**config.mk**
```make
export PLATFORM = sky130hd
export DESIGN_NAME = crss_top
export DESIGN_NICKNAME = d
export VERILOG_FILES = /design/src/common/crss_pkg.sv /design/src/hdl/crss_top.sv
export VERILOG_INCLUDE_DIRS = /design/src /design/src/common
export SDC_FILE = /design/constraint.sdc
export NUM_CORES = 1
export LEC_CHECK = 0
export BUFFER_PORTS_ARGS = -buffer_cell sky130_fd_sc_hd__buf_2
export CORE_ASPECT_RATIO = 1.2
export CORE_UTILIZATION = 60
export DETAILED_ROUTE_END_ITERATION = 16
export HOLD_SLACK_MARGIN = 0.02
export PLACE_DENSITY_LB_ADDON = 0.1
export SYNTH_ARGS = -nofsm -noshare
export SYNTH_HDL_FRONTEND = slang
export SYNTH_SLANG_ARGS = --single-unit
export TNS_END_PERCENT = 20
```
**constraint.sdc**
```tcl
create_clock -name core_clk -period 5.1 [get_ports core_clk]
set_input_delay 0.255 -clock core_clk [delete_from_list [all_inputs] [get_ports core_clk]]
set_output_delay 0.255 -clock core_clk [all_outputs]
set_load 0.05 [all_outputs]
```
**src/common/crss_map.svh**
```systemverilog
// Register indices, field positions, reset values and timing for the run sequencer
`ifndef CRSS_MAP_SVH
`define CRSS_MAP_SVH
// Register indices; byte address is four times the index
`define CRSS_IDX_CMD      19'h00064
`define CRSS_IDX_STATUS   19'h0006E
`define CRSS_IDX_TIMEOUT  19'h480DA
`define CRSS_IDX_CONFIG   19'h00200
`define CRSS_IDX_PRELEN   19'h00201
`define CRSS_IDX_POSTLEN  19'h00202
`define CRSS_IDX_SEGS     19'h00203
`define CRSS_IDX_WAITST   19'h00204
// Command word bit positions
`define CRSS_CMD_LAUNCH   2
`define CRSS_CMD_ARM      3
`define CRSS_CMD_FORCE    4
`define CRSS_CMD_DISARM   5
`define CRSS_CMD_HALT     6
`define CRSS_CMD_WAIT_HI  14
`define CRSS_CMD_WAIT_LO  12
// Status word bit positions
`define CRSS_ST_PRE       0
`define CRSS_ST_TRIG      1
`define CRSS_ST_DONE      2
`define CRSS_ST_SEG       3
// Configuration bit positions
`define CRSS_CFG_GEN      0
`define CRSS_CFG_MULTI    1
// Wait result bit positions
`define CRSS_WS_PEND      0
`define CRSS_WS_OK        1
`define CRSS_WS_TMO       2
`define CRSS_WS_ABORT     3
// Reset values
`define CRSS_TMO_RST      32'h00000000
`define CRSS_LEN_RST      32'h00000010
`define CRSS_SEGS_RST     32'h00000001
// Timing
`define CRSS_MS_NS        1000000
`define CRSS_CLK_NS       4
`endif

```
**src/common/crss_pkg.sv**
```systemverilog
// Types shared by the run sequencer: bus carriers, run states, module state
package crss_pkg;
    // Run engine states
    typedef enum logic [2:0] {
        CRSS_IDLE   = 3'b000,   // No run in progress
        CRSS_PRE    = 3'b001,   // Filling pretrigger region
        CRSS_TRIGW  = 3'b010,   // Pretrigger full, looking for trigger
        CRSS_POST   = 3'b011,   // Acquiring post-trigger samples
        CRSS_GENW   = 3'b100,   // Generation armed and waiting
        CRSS_REPLAY = 3'b101    // Generation replaying data
    } crss_run_e;

    // Avalon-MM request from the master
    typedef struct packed {
        logic        read;        // Read strobe
        logic        write;       // Write strobe
        logic [20:0] address;     // Byte address
        logic [31:0] writedata;   // Write data
        logic [3:0]  byteenable;  // Byte lanes
    } crss_avs_req_s;

    // Avalon-MM answer to the master
    typedef struct packed {
        logic [31:0] readdata;    // Read data
        logic        waitrequest; // Stall until low
    } crss_avs_rsp_s;

    // Whole state of the sequencer
    typedef struct packed {
        crss_avs_rsp_s rsp;       // Bus answer
        logic [2:0]    trig_sync; // Trigger synchroniser and edge stage
        crss_run_e     run;       // Run state
        logic          armed;     // Trigger detection enabled
        logic          force_pend;// Forced trigger waiting to be applied
        logic [3:0]    status;    // Card status bits
        logic [31:0]   timeout;   // Wait limit in ms, zero disables
        logic [1:0]    config_r;  // Mode bits
        logic [31:0]   pre_len;   // Pretrigger samples
        logic [31:0]   post_len;  // Post-trigger or replay samples
        logic [31:0]   segs;      // Segments per run
        logic [31:0]   cnt;       // Sample counter
        logic [31:0]   seg_left;  // Segments still to acquire
        logic          wait_pend; // Wait command pending
        logic [2:0]    wait_mask; // Status bits awaited
        logic [3:1]    wait_res;  // Ok, timeout, abort
        logic          tmo_en;    // Pending wait is bounded
        logic [31:0]   tmo_cnt;   // Remaining milliseconds
        logic [31:0]   ms_cnt;    // Millisecond divider
        logic          acq_on;    // Acquisition active output
        logic          replay_on; // Replay active output
    } crss_state_s;
endpackage

```
**src/hdl/crss_top.sv**
```systemverilog
// Run-control sequencer with status word, command word and wait timeout
//
// Our own choice: register access over Avalon-MM.
`timescale 1ns/1ps
`include "crss_map.svh"

// One Avalon-MM port reaches all registers
// Each access stalls one cycle; read data come from a flop
// Samples arrive as one-cycle strobes
// The trigger pin is asynchronous
module crss_top #(
    parameter int unsigned MS_CYCLES = `CRSS_MS_NS / `CRSS_CLK_NS  // Clock cycles per millisecond
) (
    input  wire logic                   core_clk,     // Card clock, 250 MHz
    input  wire logic                   rst_b,        // Asynchronous reset, active low
    input  wire crss_pkg::crss_avs_req_s avs_req,     // Avalon-MM request
    output      crss_pkg::crss_avs_rsp_s avs_rsp,     // Avalon-MM answer
    input  wire logic                   ext_trig,     // Trigger pin, asynchronous
    input  wire logic                   sample_stb,   // One-cycle pulse per sample
    output      logic                   acq_active,   // Acquisition in progress
    output      logic                   replay_active,// Replay output enabled
    output      logic                   wait_pending  // A wait command is pending
);
    import crss_pkg::*;

    // All state in one struct, one register
    crss_state_s q;              // Registered state
    crss_state_s d;              // Next state
    logic [18:0] idx;            // Word index of the access
    logic [31:0] wmask;          // Byte-lane mask of the write
    logic [31:0] wval;           // Masked write data
    logic        req;            // Read or write present
    logic        commit;         // Access completes this edge
    logic [31:0] cmd;            // Command word written this edge
    logic        trig_edge;      // Rising edge of the synchronised trigger
    logic        hit;            // Trigger accepted this cycle
    logic        last_sample;    // Counter reaches its end on this sample
    logic        ms_tick;        // One-millisecond tick
    logic [31:0] ms_last;        // Divider terminal value

    // Bus decode helpers
    // Lane mask lets partial writes merge
    // Divider end cut to counter width on purpose
    always_comb begin
        idx     = avs_req.address[20:2];
        req     = avs_req.read | avs_req.write;
        commit  = req & ~q.rsp.waitrequest;
        wmask   = {{8{avs_req.byteenable[3]}}, {8{avs_req.byteenable[2]}},
                   {8{avs_req.byteenable[1]}}, {8{avs_req.byteenable[0]}}};
        wval    = avs_req.writedata & wmask;
        ms_last = 32'(MS_CYCLES - 1);
    end

    // Next-state logic for the whole block
    // Later sections override earlier ones:
    // halt beats progress, a new wait beats the old
    always_comb begin
        d = q;

        // Trigger pin synchroniser; edge taken from the second and third stages
        // Only the second and third stages feed logic
        // Reset level equals idle low: no false edge
        d.trig_sync = {q.trig_sync[1:0], ext_trig};
        trig_edge   = q.trig_sync[1] & ~q.trig_sync[2];

        // Waitrequest high by default, low for one cycle per access
        // Back-to-back accesses each pay the stall
        d.rsp.waitrequest = ~(req & q.rsp.waitrequest);

        // Read data prepared in the stall cycle, stands while waitrequest is low
        // Loading early keeps the read path short
        // Spare status bits read as zero
        if (req && q.rsp.waitrequest && avs_req.read) begin
            if (idx == `CRSS_IDX_STATUS) begin
                d.rsp.readdata = {28'h0000000, q.status};
            end else if (idx == `CRSS_IDX_TIMEOUT) begin
                d.rsp.readdata = q.timeout;
            end else if (idx == `CRSS_IDX_CONFIG) begin
                d.rsp.readdata = {30'h00000000, q.config_r};
            end else if (idx == `CRSS_IDX_PRELEN) begin
                d.rsp.readdata = q.pre_len;
            end else if (idx == `CRSS_IDX_POSTLEN) begin
                d.rsp.readdata = q.post_len;
            end else if (idx == `CRSS_IDX_SEGS) begin
                d.rsp.readdata = q.segs;
            end else if (idx == `CRSS_IDX_WAITST) begin
                d.rsp.readdata = {28'h0000000, q.wait_res, q.wait_pend};
            end else begin
                // Command word is write-only; unmapped reads return zero
                d.rsp.readdata = 32'h00000000;
            end
        end

        // Register writes take effect at the edge that completes the access
        // Never during the stall cycle
        // Command bits act for one cycle only
        // A pending wait keeps its old limit
        cmd = 32'h00000000;
        if (commit && avs_req.write) begin
            if (idx == `CRSS_IDX_CMD) begin
                cmd = wval;
            end else if (idx == `CRSS_IDX_TIMEOUT) begin
                // Zero disables, nonzero bounds later waits
                d.timeout = (q.timeout & ~wmask) | wval;
            end else if (idx == `CRSS_IDX_CONFIG) begin
                d.config_r = (q.config_r & ~wmask[1:0]) | wval[1:0];
            end else if (idx == `CRSS_IDX_PRELEN) begin
                d.pre_len = (q.pre_len & ~wmask) | wval;
            end else if (idx == `CRSS_IDX_POSTLEN) begin
                d.post_len = (q.post_len & ~wmask) | wval;
            end else if (idx == `CRSS_IDX_SEGS) begin
                d.segs = (q.segs & ~wmask) | wval;
            end
            // Status word and unmapped writes are ignored
        end

        // Trigger accepted when armed, forced now, or forced earlier
        // Only trigger-looking states read it
        // A pin edge in pretrigger is lost
        hit = (trig_edge & q.armed) | cmd[`CRSS_CMD_FORCE] | q.force_pend;
        last_sample = (q.cnt + 32'h00000001) >= ((q.run == CRSS_PRE) ? q.pre_len : q.post_len);

        // Run engine
        // Counters move only on sample strobes
        // Lengths below one act as one
        case (q.run)
            CRSS_IDLE: begin
                // Nothing to do until a launch
                // No stale force may reach the next run
                d.force_pend = 1'b0;
            end
            CRSS_PRE: begin
                // Triggers are not looked at until the region is full
                // A force is held for the trigger search
                if (cmd[`CRSS_CMD_FORCE]) begin
                    d.force_pend = 1'b1;
                end
                if (sample_stb) begin
                    if (last_sample) begin
                        // Only the first segment sets the run flag
                        if (q.seg_left == q.segs) begin
                            d.status[`CRSS_ST_PRE] = 1'b1;
                        end
                        // Segment flag on every segment fill in multi mode
                        if (q.config_r[`CRSS_CFG_MULTI]) begin
                            d.status[`CRSS_ST_SEG] = 1'b1;
                        end
                        d.cnt = 32'h00000000;
                        d.run = CRSS_TRIGW;
                    end else begin
                        d.cnt = q.cnt + 32'h00000001;
                    end
                end
            end
            CRSS_TRIGW: begin
                // Looking for a trigger
                // Forced and pin triggers act alike
                if (hit) begin
                    d.status[`CRSS_ST_TRIG] = 1'b1;
                    d.force_pend = 1'b0;
                    d.cnt = 32'h00000000;
                    d.run = CRSS_POST;
                end
            end
            CRSS_POST: begin
                // Post-trigger acquisition, then next segment or done
                // Multi runs refill the next pretrigger
                // The last segment ends the run
                if (sample_stb) begin
                    if (last_sample) begin
                        d.cnt = 32'h00000000;
                        if (q.config_r[`CRSS_CFG_MULTI] && q.seg_left > 32'h00000001) begin
                            d.seg_left = q.seg_left - 32'h00000001;
                            d.run = CRSS_PRE;
                        end else begin
                            d.status[`CRSS_ST_DONE] = 1'b1;
                            d.run = CRSS_IDLE;
                        end
                    end else begin
                        d.cnt = q.cnt + 32'h00000001;
                    end
                end
            end
            CRSS_GENW: begin
                // Armed and waiting, output stays off
                // No sample counting while waiting
                if (hit) begin
                    d.status[`CRSS_ST_TRIG] = 1'b1;
                    d.force_pend = 1'b0;
                    d.cnt = 32'h00000000;
                    d.run = CRSS_REPLAY;
                end
            end
            CRSS_REPLAY: begin
                // Replay the programmed length, then stop output
                // Done and output off share one edge
                if (sample_stb) begin
                    if (last_sample) begin
                        d.status[`CRSS_ST_DONE] = 1'b1;
                        d.cnt = 32'h00000000;
                        d.run = CRSS_IDLE;
                    end else begin
                        d.cnt = q.cnt + 32'h00000001;
                    end
                end
            end
            default: begin
                // Unused codes fall back to idle
                d.run = CRSS_IDLE;
            end
        endcase

        // Arm and disarm; arm wins when both are given
        // Arming lasts until disarm or launch
        if (cmd[`CRSS_CMD_DISARM]) begin
            d.armed = 1'b0;
        end
        if (cmd[`CRSS_CMD_ARM]) begin
            d.armed = 1'b1;
        end

        // Halt ends a running run and aborts a pending wait
        // Halt beats launch while running
        // Status bits survive a halt
        if (cmd[`CRSS_CMD_HALT] && q.run != CRSS_IDLE) begin
            d.run = CRSS_IDLE;
            d.cnt = 32'h00000000;
            d.force_pend = 1'b0;
        end else if (cmd[`CRSS_CMD_LAUNCH] && q.run == CRSS_IDLE) begin
            // Launch: clear flags, start disarmed unless arming in the same word
            // Segment countdown starts from the programmed count
            d.status     = 4'h0;
            d.armed      = cmd[`CRSS_CMD_ARM];
            d.force_pend = cmd[`CRSS_CMD_FORCE];
            d.cnt        = 32'h00000000;
            d.seg_left   = q.segs;
            d.run        = q.config_r[`CRSS_CFG_GEN] ? CRSS_GENW : CRSS_PRE;
        end

        // Millisecond divider runs only while a bounded wait pends
        // Restarted per wait: first tick a full ms later
        // An unbounded wait leaves the divider idle
        ms_tick = 1'b0;
        if (q.wait_pend && q.tmo_en) begin
            if (q.ms_cnt >= ms_last) begin
                d.ms_cnt = 32'h00000000;
                ms_tick  = 1'b1;
            end else begin
                d.ms_cnt = q.ms_cnt + 32'h00000001;
            end
        end

        // Pending wait: completion beats timeout; expiry touches nothing else
        // A timed-out run goes on to completion
        // Giving up needs a halt from the host
        // The segment bit is never awaited
        if (q.wait_pend) begin
            if (|(q.status[2:0] & q.wait_mask)) begin
                d.wait_pend = 1'b0;
                d.wait_res[`CRSS_WS_OK] = 1'b1;
            end else if (ms_tick) begin
                if (q.tmo_cnt <= 32'h00000001) begin
                    d.wait_pend = 1'b0;
                    d.wait_res[`CRSS_WS_TMO] = 1'b1;
                end else begin
                    d.tmo_cnt = q.tmo_cnt - 32'h00000001;
                end
            end
            // Without a bound the wait simply stays pending
        end

        // Halt aborts a pending wait
        // Nothing else changes beyond the halt itself
        if (cmd[`CRSS_CMD_HALT] && q.wait_pend) begin
            d.wait_pend = 1'b0;
            d.wait_res[`CRSS_WS_ABORT] = 1'b1;
        end

        // New wait command restarts the timeout from the programmed value
        // A zero limit leaves this wait unbounded
        // Results of the previous wait are cleared
        // Mask bits 2:0 map onto status bits 2:0
        if (|cmd[`CRSS_CMD_WAIT_HI:`CRSS_CMD_WAIT_LO]) begin
            d.wait_pend = 1'b1;
            d.wait_mask = cmd[`CRSS_CMD_WAIT_HI:`CRSS_CMD_WAIT_LO];
            d.wait_res  = 3'b000;
            d.tmo_cnt   = q.timeout;
            d.tmo_en    = (q.timeout != 32'h00000000);
            d.ms_cnt    = 32'h00000000;
        end

        // Registered outputs follow the next run state
        // So the pins match the run state
        d.acq_on    = (d.run == CRSS_PRE) || (d.run == CRSS_TRIGW) || (d.run == CRSS_POST);
        d.replay_on = (d.run == CRSS_REPLAY);
    end

    // State register
    // Reset keeps waitrequest high and timeout off
    // and the lengths at their defaults
    always_ff @(posedge core_clk or negedge rst_b) begin
        if (!rst_b) begin
            q                 <= '0;
            q.rsp.waitrequest <= 1'b1;
            q.run             <= CRSS_IDLE;
            q.status          <= 4'h0;
            q.timeout         <= `CRSS_TMO_RST;
            q.pre_len         <= `CRSS_LEN_RST;
            q.post_len        <= `CRSS_LEN_RST;
            q.segs            <= `CRSS_SEGS_RST;
        end else begin
            q <= d;
        end
    end

    // Outputs straight from the state flip-flops
    // No logic between flops and pins
    assign avs_rsp       = q.rsp;
    assign acq_active    = q.acq_on;
    assign replay_active = q.replay_on;
    assign wait_pending  = q.wait_pend;
endmodule

```
# Word level (Yosys, flattened, before mapping)
# Cells that the tools add are included.
# classes
n_reduce_logical,35
order_cmp,4
n_eq_ne,24
addsub,4
n_bitwise,29
muxes,78
# ops
operator,n
two-way mux 32 bit,21
bitwise AND 32 bit,5
two-way mux 64 bit,2
bitwise OR 32 bit,4
case mux 32 bit (3 select lines),1
equality test 19 x 10 -> 1 bit (second input constant),5
two-way mux 72 bit,1
adder 32 x 1 -> 32 bit (second input constant),2
subtractor 32 x 1 -> 32 bit (second input constant),2
equality test 19 x 7 -> 1 bit (second input constant),2
two-way mux 1 bit,34
equality test 32 bit,1
>= comparator 32 x 18 -> 1 bit (second input constant),1
>= comparator 32 bit,1
greater-than comparator 32 x 1 -> 1 bit (second input constant),1
<= comparator 32 x 1 -> 1 bit (second input constant),1
inverter 32 bit,1
nonzero test 32 bit,1
two-way mux 15 bit,2
two-way mux 3 bit,10
equality test 19 bit (second input constant),1
case mux 3 bit (6 select lines),1
AND reduction 4 bit,4
equality test 3 x 2 -> 1 bit (second input constant),4
31 further kinds,66
# totals
ff_bits,313
output_inout_bits,36

# Depth between registers and ports, before layout
# Gate-level depths: netlist of run 1.
# depth
word_depth,13
mapped_depth,18

# Worst setup path before layout of run 1
# No wires, ideal clock.
# synth_path
kind,reg2reg
startpoint,reg q[112] in the netlist's numbering
endpoint,reg q[96] in the netlist's numbering
setup_slack_ns,0.462
setup_time_ns,0.126
arrival_ns,4.512
period_less_slack_ns,4.638
path_stages_with_launch,16
path_cell_list,dfrtp_1 -> clkbuf_1 -> nand4_1 -> nor4_1 -> nand4_1 -> nor4_1 -> xor2_1 -> ha_1 -> nand4_1 -> or4_1 -> nand2b_1 -> and3_1 -> a21o_1 -> or4_1 -> buf_4 -> a311o_1
# synth_lines
item,line_no,source
start: declaration,crss_top.sv:27,crss_state_s q;

==> impl_results.md, run 1 <==
* Critical Path Sink Type: register
* Root Buffer: clkbuf_16
* DRT iter0 DRCs at 1358
* Final worst path period share at 95.1%
* CP Depth at 14
* Synth Warn # at 0
* Yosys cell types at 67
* CTS H-Tree Depth at 2
* Mean number of vias per cell at 6.29
* Max cap viols at 0
* Max Root-Sink Buffers at 3
* Syn Nets at 1793
* CP Buf/Inv Count at 0
* Hold Vio Cnt, Final at 0
* Slew Limit Fails at 0
* Initial antenna violation count at 0
* Vias at 13644
* Internal at 4.25 mW
* Vias in the first global route at 13603
* Reg power frac at 45.4%
* Clock power frac at 46.7%
* Sw Ratio at 24.1%
* Post-Syn Area per Cell at 10.1 sq um
* Residual DRC at 0
* Die Ht at 186 um
* Asr flop ratio synth at 100%
* Cells after DPL at 2091
* Most common cell after layout, fill and taps aside: dfrtp_1
* Port Buffer Count at 96
* Most common flop cell mapped by yosys: dfrtp_1
* Rel. slew slack at 19.8%
* Diodes inserted at 0
* Core area at 0.0279 sq mm
* Ratio of cells with drive above 1 in the final layout at 20.5%
* CP Class: register to register
* Worst min path class: input port to register
* Total grt overflow at 0
* Critical Path Slowest Stage Cell: or4_1
* Seq/Total Area, Yosys at 46.1%
* Worst setup SP type: register
* CP max FO at 7
* Crit path time final at 4.85 ns
* Layout Cells excl Fill at 2168
* WP data arrival at 5.24 ns
* Io pins at 99
* Register bit count reported by yosys at 313
* Chip width at 156 um
* Critical path required time at 5.49 ns
* RSZ-0062 raised after global routing: false
* Detail Route Antenna Nets at 0
* CTS tree: built
* Clock buffer count from CTS at 35
* DIE AREA at 0.0290 sq mm
* Synthesis-to-layout area growth at 12.0%
* Largest net degree at the start of global routing at 116
* Crit path max-delay family: simple AND/OR/NAND/NOR gates
* Initial Util at 61.0%
* Number of fill cells in the layout at 2196
* Comb pwr share at 7.9%
* Cells after synthesis at 1692
* Layout net count at 1864
* Worst VDD drop at 0.000270 V
* Worst-Skew Late Latency at 0.52 ns
* Rows at 67
* Actual slew at the worst max-slew pin at 1.20 ns
* Final WL at 48700 um
* Fin Clk Skew at 0.0136 ns
* DP Wirelength at 35100 um
* Hold path cells at 2
* Total track usage at 34.2%
* DR pass1 iterations at 6
* Cells along the critical path: and4_1, nand4_1, or2_2, nor3_1, nand3_1, xnor2_1, ha_1, nand4_1, or4_1, nor2_1, o41ai_1, a21o_1, or4_1, a311o_1
* Path depth of the worst reg2reg path at 14
* Mapped Area at 0.0170 sq mm
* Peak Freq at 0.206 GHz
* PwrDens at 294 mW/mm^2
* Status: finished clean
* Dpl cell area at 0.0177 sq mm
* Clock sinks at 313
* Setup-failing EPs final at 0
* Final Cell Area at 0.0191 sq mm
* Setup Total Neg Slack at 0 ns
* Worst stage delay on the critical path at 0.62 ns
* Commonest cells after routing, fill and taps aside: dfrtp_1, nand2_1, o21ai_0
* Clk slew on worst S/H paths at 0.06 ns
* First-pass GRT wire length at 75800 um
* Net Switching at 1.35 mW
* Post-synth EDFFs at 0
* Pleak at 8.42 nW
* Avg WL per Cell at 22.5 um
* GPL Wtd Cong at 0.972
-- path summary, 6_finish.rpt --
path / from / end / slack [ns]
max: q[117] / q[98] / 0.25
min: avs_req[20] / register / 0.03
max reg2reg: q[117] / q[98] / 0.25
min reg2reg: d[278] / d[279] / 0.36
max in group asynchronous: rst_b / q[273] / 3.48
min in group asynchronous: rst_b / q[6] / 0.35
-- worst register-to-register path: cells and delay by family (launching register included) --
kind / cells / cell delay, ns
compound gates: 3 / 0.86
xor+xnor: 1 / 0.16
fa+ha+maj: 1 / 0.28
flops: 1 / 0.44
simple gates: 9 / 3.00
-- cell usage after synthesis (5+ instances only) --
cell / instances / area [sq um]
buf_1: 5 / 18.8
a222oi_1: 25 / 250
nor2b_1: 13 / 81.3
o31ai_1: 13 / 97.6
mux2i_1: 43 / 430
a221oi_1: 10 / 87.6
and4_1: 5 / 43.8
a21oi_1: 56 / 280
o21ai_0: 156 / 781
a31oi_1: 9 / 56.3
nor4_1: 39 / 244
dfrtp_1: 309 / 7730
buf_4: 35 / 263
nor3_1: 42 / 210
nand3_1: 52 / 260
or2_2: 10 / 62.6
ha_1: 38 / 475
and2_1: 8 / 50.1
nand2b_1: 24 / 150
and3_1: 23 / 144
inv_1: 21 / 78.8
or3_1: 18 / 113
clkbuf_1: 62 / 233
nand2_1: 171 / 642
mux2_2: 153 / 1720
xor2_1: 36 / 315
or4_1: 14 / 105
nand3b_1: 7 / 52.6
nor2_1: 111 / 417
a21o_1: 7 / 52.6
xnor2_1: 83 / 727
nand4_1: 35 / 219
-- layout make-up --
type	count	area [sq um]	share of cell area [%]
Clock inverter	9	149	0.781
Clock buffer	54	1040	5.45
Inverter	21	78.8	0.413
Sequential cell	313	7840	41.1
Multi-Input combinational cell	1253	8620	45.2
Tap cell	379	474	2.49
Timing Repair Buffer	139	871	4.57
-- stage by stage --
stage	worst slack, ns	util [%]	hold WS [ns]	total power [mW]
after floorplan	0.462	-	-0.0406	2.83
after global placement	0.377	63.5	0.326	3.01
after detailed placement	0.258	63.5	0.338	3.01
after CTS	0.253	68.2	0.0201	5.63
after global routing	0.0227	68.3	0.0270	5.78
final	0.249	68.3	0.0292	5.60
-- cells by family after synthesis --
kind of cell    count (synthesis)  synth area share [%]
xor+xnor                      119                  6.13
fa+ha+maj                      39                  2.85
buf+inv                       126                  3.61
mux                           196                  12.7
simple gates                  594                  17.6
compound gates                305                  11.1
flops                         313                  46.1
-- routing by layer --
layer / GRT usage, % / vias up / wire (um)
met5: 0.850 / - / 33
met4: 17.6 / 2 / 2530
met3: 4.74 / 126 / 2850
met2: 57.9 / 501 / 24000
met1: 42.3 / 6760 / 19300
li1: - / 6255 / -
-- repair_timing --
item | 4_1_cts | 5_1_grt
setup endpoints to repair | 0 | 4
buffers inserted | 0 | 1
gates resized for setup | 0 | 3
hold buffers | 13 | 0
endpoints found under the hold margin | 116 | 0
-- power by group through the flow --
stage                     clock [mW]  combinational [mW]  sequential (mW)
final                           2.62               0.440             2.54
after global routing            2.76               0.471             2.55
after CTS                       2.65               0.435             2.54
after detailed placement           0               0.427             2.59
after global placement             0               0.422             2.58
after floorplan                    0               0.248             2.58
No activity file was read; power rests on OpenSTA's default activity.
==> run 2, diff against run 1 <==
Settings changed: REMOVE_ABC_BUFFERS set to 1, SLEW_MARGIN set to 20.
==> run 2 against run 1 <==
Against the previous run: clock power hardly changed; largest power group unchanged; worst setup slack worse by 0.021 ns; final area is 0.22% higher.
==> impl_results.md, run 2 (same netlist as run 1, synthesis figures left out) <==
* FF-to-FF End: q[96]
* CP Class: register to register
* Worst VDD drop at 0.000309 V
* Clock buffer count from CTS at 34
* Pleak at 8.42 nW
* Hold path startpoint: avs_req[12]
* Critical R2R Launch: q[106]
* Final Cell Area at 0.0191 sq mm
* Critical Path Slowest Stage Cell: or4_1
* Cells along the critical path: ha_1, nand3_1, or2_2, nor3_1, nand3_1, xnor2_1, ha_1, nand4_1, or4_1, nand2b_1, and3_1, a21o_1, or4_1, a311o_1
* Worst min path class: input port to register
* Synthesis-to-layout area growth at 12.3%
* Residual DRC at 0
* Core area at 0.0279 sq mm
* Detail Route Antenna Nets at 0
* Diodes inserted at 0
* Total grt overflow at 0
* WP data arrival at 5.27 ns
* Initial antenna violation count at 0
* Max Root-Sink Buffers at 3
* Layout net count at 1863
* CTS H-Tree Depth at 2
* Hold path cells at 2
* Root Buffer: clkbuf_16
* CP max FO at 7
* Ratio of cells with drive above 1 in the final layout at 20.7%
* Clock sinks at 313
* Fin Clk Skew at 0.0292 ns
* Util after Layout at 68.4%
* Actual slew at the worst max-slew pin at 1.12 ns
* Mean number of vias per cell at 6.30
* Rows at 67
* DP Wirelength at 33500 um
* Critical Path Sink Type: register
* Vias at 13645
* Largest net degree at the start of global routing at 124
* Dpl cell area at 0.0177 sq mm
* Total track usage at 33.7%
* Max cap viols at 0
* Slew Limit Fails at 0
* Number of fill cells in the layout at 2202
* # Post-CTS Setup Buffers at 0
* Critical path required time at 5.50 ns
* R2R setup slack at 0.23 ns
* Worst-Skew Late Latency at 0.53 ns
* Status: finished clean
* Io pins at 99
* Most common cell after layout, fill and taps aside: dfrtp_1
* PwrDens at 295 mW/mm^2
* Worst stage delay on the critical path at 0.63 ns
* Final WL at 47700 um
* DRT iter0 DRCs at 1159
* Crit path time final at 4.87 ns
* Peak Freq at 0.205 GHz
* Setup-failing EPs final at 0
* Avg WL per Cell at 22.1 um
* Rel. slew slack at 24.9%
* Crit path max-delay family: simple AND/OR/NAND/NOR gates
* Commonest cells after routing, fill and taps aside: dfrtp_1, nand2_1, o21ai_0
* Clk slew on worst S/H paths at 0.06 ns
* Die Ht at 186 um
* GPL Wtd Cong at 0.936
* CTS tree: built
* Port Buffer Count at 96
* CP Buf/Inv Count at 0
* DIE AREA at 0.0290 sq mm
* Hold Vio Cnt, Final at 0
* Worst setup SP type: register
* Chip width at 156 um
* DR pass1 iterations at 8
* Initial Util at 61.0%
* First-pass GRT wire length at 75000 um
* Vias in the first global route at 13421
* Final worst path period share at 95.5%
* Path depth of the worst reg2reg path at 14
[run 2: changes by cell type in the layout (fill, tap and decap cells not counted), moves of 2 or more]
cell,change
buf_4,-5
clkbuf_1,-6
clkbuf_16,-2
clkbuf_8,+4
dlygate4sd3_1,+5
nor4_1,-2
nor4_2,+2
[run 2: power breakdown]
part           switching (mW)  internal (mW)  total (mW)
combinational           0.297          0.136       0.434
clock                    1.01           1.64        2.65
sequential             0.0369           2.51        2.54
total                    1.35           4.28        5.63
[run 2: worst max-delay path by stage]
stage	start	endpoint	slack (ns)	cells past startpoint
finish	q[106]	q[96]	0.23	14
global route	q[117]	q[96]	-0.05	14
CTS	q[108]	q[96]	0.23	15
detailed placement	q[106]	q[96]	0.30	13
global placement	q[106]	q[96]	0.33	13
floorplan	q[274]	q[117]	-2.24	10
[run 2: cell type report]
cell class / instances / area [sq um] / share of cell area [%]
multi-input cells: 1253 / 8630 / 45.2
well taps: 379 / 474 / 2.48
flip-flops and latches: 313 / 7840 / 41.0
clock inverters: 10 / 179 / 0.936
clock buffers: 50 / 1020 / 5.35
inverters: 21 / 78.8 / 0.413
repair buffers: 139 / 883 / 4.62
[run 2: routing by layer]
metal  vias up  part of all wire [%]  GRT usage, %
met2       497                    48          54.7
met4         0                   5.9          19.5
met3       132                   6.0          4.99
met1      6762                    40          43.0
met5         -                     0             0
li1       6254                     -             -
[run 2: what timing repair did]
item                       4_1_cts  5_1_grt
setup endpoints to repair        0        4
hold buffers                    18        0
hold endpoints to repair       134        0
resized for setup                0        4
[run 2: stage by stage]
stage	TNS, ns	setup slack [ns]	power (mW)	hold slack [ns]	cells
global placement	0	0.332	3.00	0.336	2087
floorplan	-123.87	-2.24	2.80	-0.0406	1587
global route	-0.137	-0.0535	5.80	0.0279	2165
CTS	0	0.235	5.66	0.0213	2165
finish	0	0.228	5.63	0.0272	2165
detailed placement	0	0.296	3.01	0.336	2087
==> run 3, diff against run 2 <==
Settings changed: RECOVER_POWER set to 25.
==> run 3 against run 2 <==
Against the previous run: the run now ends with capacitance limit, slew limit left; worst setup slack worse by 0.033 ns; final cell count unchanged; sequential cell count unchanged; clock-buffer cell count unchanged; global-route usage is the same; register-to-register slack worse by 0.03 ns.
==> impl_results.md, run 3 (same netlist as run 1, synthesis figures left out) <==
* WP data arrival at 5.30 ns
* Synthesis-to-layout area growth at 11.9%
* Internal at 4.28 mW
* Hold Vio Cnt, Final at 0
* Clk slew on worst S/H paths at 0.06 ns
* PwrDens at 295 mW/mm^2
* Reg area at 0.00784 sq mm
* Smallest hold slack at 0.0284 ns
* Util after Layout at 68.2%
* CP Depth at 14
* CP Class: register to register
* Peak Freq at 0.204 GHz
* Clock power frac at 47.2%
* Hold path startpoint: avs_req[12]
* Residual DRC at 0
* Vias at 13602
* First-pass GRT wire length at 75000 um
* DR pass1 iterations at 5
* Clock sinks at 313
* Critical Path Slowest Stage Cell: or4_1
* GPL Wtd Cong at 0.936
* Root Buffer: clkbuf_16
* Initial Util at 61.0%
* Clock buffer count from CTS at 34
* DP Wirelength at 33500 um
* DRT iter0 DRCs at 1184
* Setup-failing EPs final at 0
* Comb pwr share at 7.6%
* Failing checks: capacitance limit, slew limit
* Die Ht at 186 um
* Final Worst Setup Slack at 0.194 ns
* Detail Route Antenna Nets at 0
* Mean number of vias per cell at 6.28
* Total track usage at 33.7%
* Worst setup SP type: register
* Slew Limit Fails at 221
* Actual slew at the worst max-slew pin at 2.48 ns
* Final WL at 47800 um
* Met2 usage at 54.7%
* Fin Clk Skew at 0.0278 ns
* Max cap viols at 2
* Critical path required time at 5.50 ns
* FF-to-FF End: q[96]
* Crit path time final at 4.91 ns
* CTS tree: built
* Hold path cells at 2
* Commonest cells after routing, fill and taps aside: dfrtp_1, nand2_1, o21ai_0
* Path depth of the worst reg2reg path at 14
* Cells along the critical path: and4_1, nand4_1, or2_2, nor3_1, nand3_1, xnor2_1, ha_1, nand4_1, or4_1, nand2b_1, and3_1, a21o_1, or4_1, a311o_1
* Net Switching at 1.35 mW
* Worst-Skew Late Latency at 0.53 ns
* Dpl ws at 0.296 ns
* Most common cell after layout, fill and taps aside: dfrtp_1
* Rows at 67
* Worst min path class: input port to register
* Layer with the highest usage: met2
* Port Buffer Count at 96
* Core area at 0.0279 sq mm
* DIE AREA at 0.0290 sq mm
* Sw Ratio at 23.9%
* Total grt overflow at 0
* Ratio of cells with drive above 1 in the final layout at 18.6%
* CP max FO at 7
* CTS H-Tree Depth at 2
* Final worst path period share at 96.2%
* Pleak at 8.26 nW
* Vias in the first global route at 13421
* Reg power frac at 45.2%
* Status: finished with violations
* Io pins at 99
* Rel. slew slack at -65.6%
* Layout net count at 1863
* Met1 Usage GRT at 43.0%
* Worst stage delay on the critical path at 0.63 ns
* Worst VDD drop at 0.000309 V
* Initial antenna violation count at 0
* Setup Total Neg Slack at 0 ns
* Met3 Use GR at 4.99%
* Diodes inserted at 0
* CP Buf/Inv Count at 0
* Multi-input logic area at 0.00863 sq mm
* Avg WL per Cell at 22.1 um
* Max Root-Sink Buffers at 3
* Crit path max-delay family: simple AND/OR/NAND/NOR gates
* Critical R2R Launch: q[117]
* Chip width at 156 um
* Largest net degree at the start of global routing at 124
* R2R setup slack at 0.19 ns
* Critical Path Sink Type: register
* Number of fill cells in the layout at 2220
## run 3: power by group through the flow
stage / combinational [mW] / sequential [mW] / clock [mW]
final: 0.430 / 2.54 / 2.65
after detailed placement: 0.422 / 2.59 / 0
after CTS: 0.434 / 2.54 / 2.69
after floorplan: 0.203 / 2.60 / 0
after global routing: 0.467 / 2.55 / 2.78
after global placement: 0.416 / 2.59 / 0
## run 3: how the worst max path moves through the flow
| stage | from | end |
|---|---|---|
| 2_1_floorplan | q[274] | q[117] |
| 3_3_place_gp | q[106] | q[96] |
| 3_5_place_dp | q[106] | q[96] |
| 4_1_cts | q[108] | q[96] |
| 5_1_grt | q[117] | q[96] |
| 6_report | q[117] | q[96] |
## run 3: metrics by stage
step	power, mW	cell area [sq um]	cells
after CTS	5.66	19100	2165
after floorplan	2.80	16500	1587
after global placement	3.00	17700	2087
after detailed placement	3.01	17700	2087
final	5.63	19000	2165
after global routing	5.80	19000	2165
## run 3: repair_timing
action / in CTS / in global routing
setup endpoints to repair: 0 / 4
hold buffers: 18 / 0
setup buffers: 0 / 0
gates resized for setup: 0 / 4
hold endpoints to repair: 134 / 0
## run 3: cell type report
| cell class | count | share of cell area [%] |
|---|---|---|
| clock inverters | 10 | 0.940 |
| well taps | 379 | 2.49 |
| flip-flops and latches | 313 | 41.2 |
| repair buffers | 139 | 4.28 |
| inverters | 21 | 0.414 |
| multi-input cells | 1253 | 45.3 |
| clock buffers | 50 | 5.37 |
## run 3: per-layer routing
metal | vias to the layer above | part of all wire, %
met2 | 484 | 48
li1 | 6264 | -
met4 | 0 | 6.0
met3 | 134 | 5.8
met5 | - | 0
met1 | 6720 | 41
